**config.mk**
```make
export PLATFORM = sky130hd
export DESIGN_NAME = brs_sequencer
export DESIGN_NICKNAME = d
export VERILOG_FILES = /design/src/common/brs_pkg.sv /design/src/rtl/brs_sync.sv /design/src/rtl/brs_sequencer.sv
export SDC_FILE = /design/constraint.sdc
export NUM_CORES = 1
export LEC_CHECK = 0
export BUFFER_PORTS_ARGS = -buffer_cell sky130_fd_sc_hd__buf_2
export CAP_MARGIN = 20
export CORE_AREA = 2 2 86 88
export CTS_CLUSTER_DIAMETER = 100
export CTS_CLUSTER_SIZE = 10
export DETAILED_ROUTE_END_ITERATION = 10
export DIE_AREA = 0 0 88 90
export PLACE_DENSITY = 0.78
export SLEW_MARGIN = 25
export SYNTH_ARGS = -nofsm -noshare
export SYNTH_HDL_FRONTEND = slang
export SYNTH_HIERARCHICAL = 1
export SYNTH_SLANG_ARGS = --single-unit
export TNS_END_PERCENT = 30
```
**constraint.sdc**
```tcl
create_clock -name clk -period 2.1 [get_ports clk]
set_clock_uncertainty 0.1 [all_clocks]
set_input_delay 0.105 -clock clk [delete_from_list [all_inputs] [get_ports clk]]
set_output_delay 0.105 -clock clk [all_outputs]
set_load 0.01 [all_outputs]
```
**src/common/brs_pkg.sv**
```systemverilog
package brs_pkg;

  // ----------------------------------------------------------------
  // Boot addresses
  // ----------------------------------------------------------------
  localparam logic [31:0] BRS_RESET_VECTOR = 32'hA000_0000;  // First fetch address
  localparam logic [31:0] BRS_SEG_BASE = 32'hA000_0000;      // Direct segment virtual base
  localparam logic [31:0] BRS_PHYS_LOW = 32'h0000_0000;      // Physical window start
  localparam logic [31:0] BRS_PHYS_HIGH = 32'h2000_0000;     // Physical window upper bound
  localparam logic [2:0] BRS_SEG_TOP_BITS = 3'h5;            // Top three bits of the segment
  localparam logic [31:0] BRS_OFFSET_MASK = 32'h1FFF_FFFF;   // Offset inside a segment
  localparam logic [31:0] BRS_CS_SPAN_MASK = 32'hFC00_0000;  // 64 Mbyte chip select windows

  // ----------------------------------------------------------------
  // Timing
  // ----------------------------------------------------------------
  localparam int BRS_CLK_HZ = 20_000_000;                    // System clock rate
  localparam int BRS_OSC_SETTLE_US = 1000;                   // Crystal settling time, least
  localparam int BRS_OSC_SETTLE_CYC = (BRS_OSC_SETTLE_US * (BRS_CLK_HZ / 1_000_000));
  localparam int BRS_CNT_W = 16;                             // Settle counter width
  localparam logic [7:0] BRS_DIV_RESET = 8'h00;              // Divider after reset: undivided
  localparam int BRS_NUM_CLK = 8;                            // Module clock branches

  // ----------------------------------------------------------------
  // Types
  // ----------------------------------------------------------------
  typedef enum logic [1:0] {BRS_SEL_BOOT, BRS_SEL_OTHER_CS, BRS_SEL_NONE} brs_sel_e;

  // Software clock setup carried as one bundle
  typedef struct packed {
    logic pll_enable;
    logic [7:0] periph_div;
    logic [BRS_NUM_CLK-1:0] clk_gate_off;
  } brs_clkcfg_s;

  // Fetch request from the processor
  typedef struct packed {
    logic valid;
    logic [31:0] vaddr;
  } brs_fetch_s;

endpackage

```
**src/rtl/brs_sync.sv**
```systemverilog
`timescale 1ns/100ps
// ------------------------------------------------------------------
// Two stage synchroniser for pins from outside the clock domain
// ------------------------------------------------------------------
module brs_sync (
  // Clock and reset
  input wire logic clk,
  input wire logic resetn,
  // Async level in, synchronised level out
  input wire logic d,
  output logic q
);
  logic meta_r;  // First stage, read only by the second
  logic q_r;     // Second stage

  // Both stages reset to zero so a low pin reads as inactive
  always_ff @(posedge clk) begin
    if (!resetn) begin
      meta_r <= 1'b0;
      q_r <= 1'b0;
    end else begin
      meta_r <= d;
      q_r <= meta_r;
    end
  end

  assign q = q_r;
endmodule

```
**src/rtl/brs_sequencer.sv**
```systemverilog
`timescale 1ns/100ps
module brs_sequencer
  import brs_pkg::*;
#(
  parameter int SETTLE_CYC = BRS_OSC_SETTLE_CYC
) (
  // Clock and reset
  input wire logic clk,
  input wire logic resetn,
  // Supply and strap
  input wire logic por_ok,
  input wire logic oscillator_strap_pin,
  // Software clock setup after boot
  input wire brs_pkg::brs_clkcfg_s clkcfg,
  input wire logic clkcfg_we,
  // Processor fetch
  input wire brs_pkg::brs_fetch_s fetch,
  // Reset and clock state
  output logic sys_resetn,
  output logic clk_src_primary,
  output logic crystal_mode,
  output logic pll_enable,
  output logic [7:0] periph_div,
  output logic [BRS_NUM_CLK-1:0] clk_run,
  // Boot vector and decode
  output logic [31:0] boot_pc,
  output logic [31:0] phys_addr,
  output logic uncached,
  output logic boot_chip_select,
  output logic decode_valid
);
  import brs_pkg::*;

  // ----------------------------------------------------------------
  // Pin synchronisers
  // ----------------------------------------------------------------
  logic por_s;    // Supply good, synchronised
  logic strap_s;  // Strap level, synchronised; low means crystal

  brs_sync u_por (.clk(clk), .resetn(resetn), .d(por_ok), .q(por_s));
  brs_sync u_strap (.clk(clk), .resetn(resetn), .d(oscillator_strap_pin), .q(strap_s));

  // ----------------------------------------------------------------
  // Sequencer state
  // ----------------------------------------------------------------
  typedef enum logic [1:0] {ST_POR, ST_STRAP, ST_SETTLE, ST_RUN} brs_state_e;

  brs_state_e state_r, state_nxt;
  logic [BRS_CNT_W-1:0] cnt_r, cnt_nxt;   // Settle counter
  logic xtal_r, xtal_nxt;                 // Captured strap
  logic rel_r, rel_nxt;                   // Internal reset released
  logic src_r, src_nxt;                   // Primary input selected
  localparam logic [BRS_CNT_W-1:0] SETTLE_LAST = BRS_CNT_W'(SETTLE_CYC - 1);

  // Next state: wait for supply, sample strap, settle if crystal, run
  always_comb begin
    state_nxt = state_r;
    cnt_nxt = cnt_r;
    xtal_nxt = xtal_r;
    rel_nxt = rel_r;
    src_nxt = src_r;
    unique case (state_r)
      ST_POR: begin
        // Everything stays in reset while supply is low
        if (por_s) begin
          state_nxt = ST_STRAP;
          src_nxt = 1'b1;
        end
      end
      ST_STRAP: begin
        // Strap is caught after supply is good, while internal reset is still held
        xtal_nxt = ~strap_s;
        cnt_nxt = '0;
        state_nxt = strap_s ? ST_RUN : ST_SETTLE;
      end
      ST_SETTLE: begin
        // Crystal: count settle cycles before release
        if (cnt_r == SETTLE_LAST) begin
          state_nxt = ST_RUN;
        end else begin
          cnt_nxt = cnt_r + 1'b1;
        end
      end
      ST_RUN: begin
        rel_nxt = 1'b1;
      end
    endcase
    // A supply dip drops straight back into reset
    if (!por_s) begin
      state_nxt = ST_POR;
      rel_nxt = 1'b0;
    end
  end

  // Register sequencer state; release is one flop so all leave together
  always_ff @(posedge clk) begin
    if (!resetn) begin
      state_r <= ST_POR;
      cnt_r <= '0;
      xtal_r <= 1'b0;
      rel_r <= 1'b0;
      src_r <= 1'b0;
    end else begin
      state_r <= state_nxt;
      cnt_r <= cnt_nxt;
      xtal_r <= xtal_nxt;
      rel_r <= rel_nxt;
      src_r <= src_nxt;
    end
  end

  // ----------------------------------------------------------------
  // Clock configuration
  // ----------------------------------------------------------------
  logic pll_r, pll_nxt;
  logic [7:0] div_r, div_nxt;
  logic [BRS_NUM_CLK-1:0] run_r, run_nxt;

  // Defaults hold while in reset; writes only count once running
  always_comb begin
    pll_nxt = pll_r;
    div_nxt = div_r;
    run_nxt = run_r;
    if (!rel_r) begin
      pll_nxt = 1'b0;
      div_nxt = BRS_DIV_RESET;
      run_nxt = '1;
    end else if (clkcfg_we) begin
      pll_nxt = clkcfg.pll_enable;
      div_nxt = clkcfg.periph_div;
      run_nxt = ~clkcfg.clk_gate_off;
    end
  end

  always_ff @(posedge clk) begin
    if (!resetn) begin
      pll_r <= 1'b0;
      div_r <= BRS_DIV_RESET;
      run_r <= '1;
    end else begin
      pll_r <= pll_nxt;
      div_r <= div_nxt;
      run_r <= run_nxt;
    end
  end

  // ----------------------------------------------------------------
  // Fetch address decode
  // ----------------------------------------------------------------
  // Direct segment: strip the top bits, no translation or cache
  function automatic logic [31:0] seg_to_phys(input logic [31:0] va);
    seg_to_phys = va & BRS_OFFSET_MASK;
  endfunction

  logic [31:0] pa_r, pa_nxt;
  logic unc_r, unc_nxt;
  logic cs_r, cs_nxt;
  logic dv_r, dv_nxt;
  brs_sel_e sel;  // Target of the current fetch

  // Only the direct segment is decoded here; others go elsewhere
  always_comb begin
    pa_nxt = pa_r;
    unc_nxt = unc_r;
    cs_nxt = 1'b0;
    dv_nxt = 1'b0;
    sel = BRS_SEL_NONE;
    if (rel_r && fetch.valid && fetch.vaddr[31:29] == BRS_SEG_TOP_BITS) begin
      pa_nxt = seg_to_phys(fetch.vaddr);
      unc_nxt = 1'b1;
      dv_nxt = 1'b1;
      sel = ((pa_nxt & BRS_CS_SPAN_MASK) == BRS_PHYS_LOW) ? BRS_SEL_BOOT : BRS_SEL_OTHER_CS;
      cs_nxt = (sel == BRS_SEL_BOOT);
    end
  end

  always_ff @(posedge clk) begin
    if (!resetn) begin
      pa_r <= BRS_PHYS_LOW;
      unc_r <= 1'b0;
      cs_r <= 1'b0;
      dv_r <= 1'b0;
    end else begin
      pa_r <= pa_nxt;
      unc_r <= unc_nxt;
      cs_r <= cs_nxt;
      dv_r <= dv_nxt;
    end
  end

  // ----------------------------------------------------------------
  // Outputs, all from flops
  // ----------------------------------------------------------------
  logic [31:0] pc_r;
  always_ff @(posedge clk) begin
    pc_r <= BRS_RESET_VECTOR;
  end

  assign sys_resetn = rel_r;
  assign clk_src_primary = src_r;
  assign crystal_mode = xtal_r;
  assign pll_enable = pll_r;
  assign periph_div = div_r;
  assign clk_run = run_r;
  assign boot_pc = pc_r;
  assign phys_addr = pa_r;
  assign uncached = unc_r;
  assign boot_chip_select = cs_r;
  assign decode_valid = dv_r;

  // ----------------------------------------------------------------
  // Checks
  // ----------------------------------------------------------------
  no_rel_por_a: assert property (@(posedge clk) disable iff (!resetn)
    !por_s |=> !sys_resetn) else $error("reset released without supply");
  ext_fast_a: assert property (@(posedge clk) disable iff (!resetn)
    (state_r == ST_STRAP && strap_s && por_s) ##1 por_s [*1] |=> sys_resetn)
    else $error("external clock release late");
  xtal_hold_a: assert property (@(posedge clk) disable iff (!resetn)
    (state_r == ST_SETTLE && cnt_r < SETTLE_LAST) |=> !sys_resetn)
    else $error("crystal released before settle");
  pll_off_a: assert property (@(posedge clk) disable iff (!resetn)
    $rose(sys_resetn) |-> !pll_enable && clk_run == '1 && periph_div == BRS_DIV_RESET)
    else $error("clocks not at default on release");
  src_sel_a: assert property (@(posedge clk) disable iff (!resetn)
    sys_resetn |-> clk_src_primary) else $error("primary clock not selected");
  strap_cap_a: assert property (@(posedge clk) disable iff (!resetn)
    state_r == ST_STRAP |=> crystal_mode == !$past(strap_s)) else $error("strap not captured");
  boot_cs_a: assert property (@(posedge clk) disable iff (!resetn)
    (rel_r && fetch.valid && fetch.vaddr == BRS_RESET_VECTOR)
    |=> boot_chip_select && phys_addr == BRS_PHYS_LOW && uncached)
    else $error("reset vector not on boot chip select");
  // Ties each decode to the fetch one cycle earlier, not only to the window
  seg_map_a: assert property (@(posedge clk) disable iff (!resetn)
    decode_valid |-> uncached && phys_addr < BRS_PHYS_HIGH
    && phys_addr == ($past(fetch.vaddr) & BRS_OFFSET_MASK)) else $error("segment outside window");
  cfg_wr_a: assert property (@(posedge clk) disable iff (!resetn)
    (rel_r && clkcfg_we) |=> pll_enable == $past(clkcfg.pll_enable)) else $error("pll write lost");
  vec_a: assert property (@(posedge clk) disable iff (!resetn)
    sys_resetn |-> boot_pc == BRS_RESET_VECTOR) else $error("wrong reset vector");
  rel_once_a: assert property (@(posedge clk) disable iff (!resetn)
    $rose(sys_resetn) |-> $past(state_r) == ST_RUN) else $error("release not from run state");

endmodule

```
==> insert_results.sql <==
INSERT INTO impl_metrics (metric_group, metric, value, unit) VALUES
('setup_path', 'critical_path.cell_chain', 'inv_1 > ha_1 > buf_4 > nor2_1 > a21oi_2 > a311oi_1', ''),
('route', 'postRouteAntennaNets', '0', ''),
('placed_design', 'placed_cell_area', '3751', 'um2'),
('floorplan', 'die_width', '88', 'um'),
('clocking', 'worstSkewPairLatency', '0.34', 'ns'),
('route', 'routedWlPerCell', '13.25', 'um'),
('yosys', 'synth-warning-count', '6', ''),
('yosys', 'ys_dominant_reg_cell', 'dfxtp_1', ''),
('setup_path', 'worstPathBufferInverterCount', '2', ''),
('setup_path', 'cp_slowest_stage_delay', '0.38', 'ns'),
('floorplan', 'total_die_area', '7920', 'um2'),
('clocking', 'cts.repair_timing.setup_buffer_count', '0', ''),
('placed_design', 'place.detailed.instances', '578', ''),
('clocking', 'cts_tree', 'yes', ''),
('placed_design', 'gp_congestion', '0.8660', ''),
('power', 'p_clk_share', '44.6', '%'),
('yosys', 'yosysUniqueCellTypes', '45', ''),
('status', 'status', 'finished, final reports clean', ''),
('clocking', 'clk_pin_slew', '0.08', 'ns'),
('yosys', 'synthesis.area', '3216', 'um2'),
('setup_path', 'rr_endpoint', 'cnt_r[10]', ''),
('setup_path', 'worst_ep_required_time', '2.24', 'ns'),
('route', 'dr_total_vias', '3137', ''),
('route', 'routed_wirelength', '8507', 'um'),
('yosys', 'share_of_synthesized_flip_flops_with_an_asynchronous_set_or_reset', '0', '%'),
('power', 'power_leakage', '1.922', 'nW'),
('yosys', 'syn_inst', '384', ''),
('worst_hold_path', 'min_to', 'cnt_r[1]', ''),
('timing', 'finalHoldViolations', '0', ''),
('route', 'first_drt_iteration_drcs', '175', ''),
('power', 'vdd.ir_drop.worst', '0.3679', 'mV'),
('finish', 'finished_layout_cell_area', '4477', 'um2'),
('power', 'power_frac_seq', '47.8', '%'),
('power', 'power.density', '660.2', 'nW/um2'),
('floorplan', 'placeableCoreArea', '7020', 'um2'),
('route', 'vias_per_cell', '4.886', ''),
('flow_run', 'max_cap_violations', '0', ''),
('power', 'power.share.switching', '20.47', '%'),
('grt', 'grt_max_degree', '26', ''),
('yosys', 'synth_top_cell_area_share', '46.07', '%'),
('floorplan', 'floorplan.die.height', '90', 'um'),
('setup_path', 'cp_endpoint_kind', 'flip-flop', ''),
('timing', 'grt_setup_unrepaired', 'no', ''),
('finish', 'area_growth_syn_to_layout', '39.22', '%'),
('clocking', 'cts_made_buffers', '9', ''),
('yosys', 'synth.yosys.seq_area_share', '46.07', '%'),
('finish', 'drive_above_1_share', '25.78', '%'),
('floorplan', 'start_util', '45.80', '%'),
('worst_hold_path', 'timing.hold.worst.class', 'input pin to flip-flop', ''),
('timing', 'setup_violations', '0', ''),
('setup_path', 'path_max_fanout', '11', ''),
('timing', 'clock.fmax', '520.0', 'MHz'),
('route', 'drc_errors', '0', ''),
('finish', 'final_cell_count_without_fillers', '642', ''),
('timing', 'timing_max_transition_violations_final', '0', ''),
('timing', 'hold-worst-slack', '0.09805', 'ns'),
('timing', 'period_share', '91.57', '%'),
('setup_path', 'critPathArrivalTime', '2.06', 'ns'),
('timing', 'final.setup.tns', '0', 'ns'),
('worst_hold_path', 'worst_hold_startpoint', 'resetn', ''),
('yosys', 'dominant_cells_by_area_after_synthesis', 'dfxtp_1 46%, nand2_1 10%, buf_4 8.2%', ''),
('setup_path', 'worst_reg_to_reg_setup_slack', '0.18', 'ns'),
('finish', 'fin_nets', '598', ''),
('yosys', 'synth_largest_area_cell', 'dfxtp_1', ''),
('grt', 'initial_antenna_violation_count', '0', ''),
('route', 'first_pass_iteration_count_of_the_detailed_router', '4', ''),
('setup_path', 'startpoint_type', 'flip-flop', ''),
('setup_path', 'cp_top_family', 'compound AO/OA/AOI/OAI gates', ''),
('power', 'comb_power_share', '7.6', '%'),
('power', 'net-switching-power', '604.9', 'uW'),
('floorplan', 'num_rows', '31', '');
[layout make-up]
| cell class | count | area, um2 |
|---|---|---|
| inverters | 6 | 22.52 |
| repair buffers | 165 | 1106 |
| flip-flops and latches | 74 | 1481 |
| fillers | 548 | 2544 |
| clock buffers | 12 | 145.1 |
| well taps | 99 | 123.9 |
| multi-input cells | 282 | 1499 |
| clock inverters | 4 | 98.84 |
[synth_stat cells, types with 2 or more instances]
cell	count
a41oi_1	2
inv_1	5
buf_1	4
a21o_1	2
nand2_1	89
nor4_1	3
nand2b_1	3
nor2_1	23
a21oi_1	34
conb_1	2
a31oi_1	4
clkbuf_1	16
nand3_1	10
xor2_1	2
mux2i_1	13
nand4_1	7
buf_4	35
a31o_2	2
nor4b_1	2
a311oi_1	4
o21ai_0	13
dfxtp_1	74
and4_1	3
or3_1	2
ha_1	5
and2_1	6
[timing repair]
| action | 4_1_cts | 5_1_grt |
|---|---|---|
| gates resized for setup | 0 | 1 |
| hold buffers | 48 | 0 |
| setup endpoints to repair | 0 | 1 |
| endpoints found under the hold margin | 49 | 0 |
[registers in the layout, summed over array words and instances (netlist names), 2 cells and up]
register and cells:
cnt_r 16, state_r 2, clk_run 8, phys_addr 29, periph_div 8
[layout by cell type (no fill, tap or decap), types with 4 or more instances in the layout]
cell           netlist  routed
a31oi_1              4       4
dfxtp_1             74      74
a311oi_1             4       4
buf_2                0     106
and2_1               6       6
inv_1                5       5
a21oi_1             34      34
conb_1               2      35
nand2_1             89      89
nor2_1              23      23
nand4_1              7       7
o21ai_0             13      13
mux2i_1             13      13
clkbuf_8             0      10
ha_1                 5       5
dlygate4sd3_1        0      48
buf_4               35      10
nand3_1             10      10
[cell families (layout without fill, tap and decap cells)]
logic type                 after synthesis  count (layout)  synth area share (%)
and+or+nand+nor                        156             156                 22.37
DFF                                     74              74                 46.07
AOI/OAI and AO/OA                       70              70                 13.31
buffers and inverters                   61             187                 11.21
muxes                                   13              13                 4.047
adders and majority gates                5               5                 1.946
xor gates and xnor gates                 3               3                0.8173
other                                    2              35                0.2336
[worst reg2reg max path, cell delays in order, from the launching register on]
cell and delay (ns):
dfxtp_1 0.38, inv_1 0.09, ha_1 0.25, buf_4 0.19
nor2_1 0.34, a21oi_2 0.14, a311oi_1 0.33
[worst max-delay path by stage]
stage,from,end,depth (start not counted)
3_5_place_dp,cnt_r[1],cnt_r[14],4
3_3_place_gp,cnt_r[1],cnt_r[15],4
6_report,state_r[0],cnt_r[10],6
2_1_floorplan,cnt_r[8],cnt_r[2],4
5_1_grt,state_r[0],cnt_r[10],6
4_1_cts,cnt_r[1],cnt_r[10],4
[power groups by stage]
stage	clock [mW]	sequential, mW	combinational (mW)
6_report	1.32	1.41	0.226
4_1_cts	1.34	1.41	0.216
3_3_place_gp	0	1.44	0.146
3_5_place_dp	0	1.44	0.146
5_1_grt	1.40	1.41	0.247
2_1_floorplan	0	1.44	0.128
[layer usage]
layer | track usage (%) | up-vias | share of wire [%]
met5 | 0 | - | 0
met4 | 11.54 | 0 | 2.6
met3 | 4.132 | 23 | 6.7
met2 | 37.88 | 134 | 51
met1 | 23.41 | 1441 | 39
li1 | - | 1539 | -
[stage by stage]
stage	util [%]	total power, mW	setup WS, ns
2_1_floorplan	-	1.572	0.3111
3_3_place_gp	53.43	1.590	0.3005
3_5_place_dp	53.43	1.591	0.2284
4_1_cts	63.75	2.972	0.1756
5_1_grt	63.77	3.056	0.03872
6_report	63.77	2.956	0.1770
(Power assumes the default switching activity.)
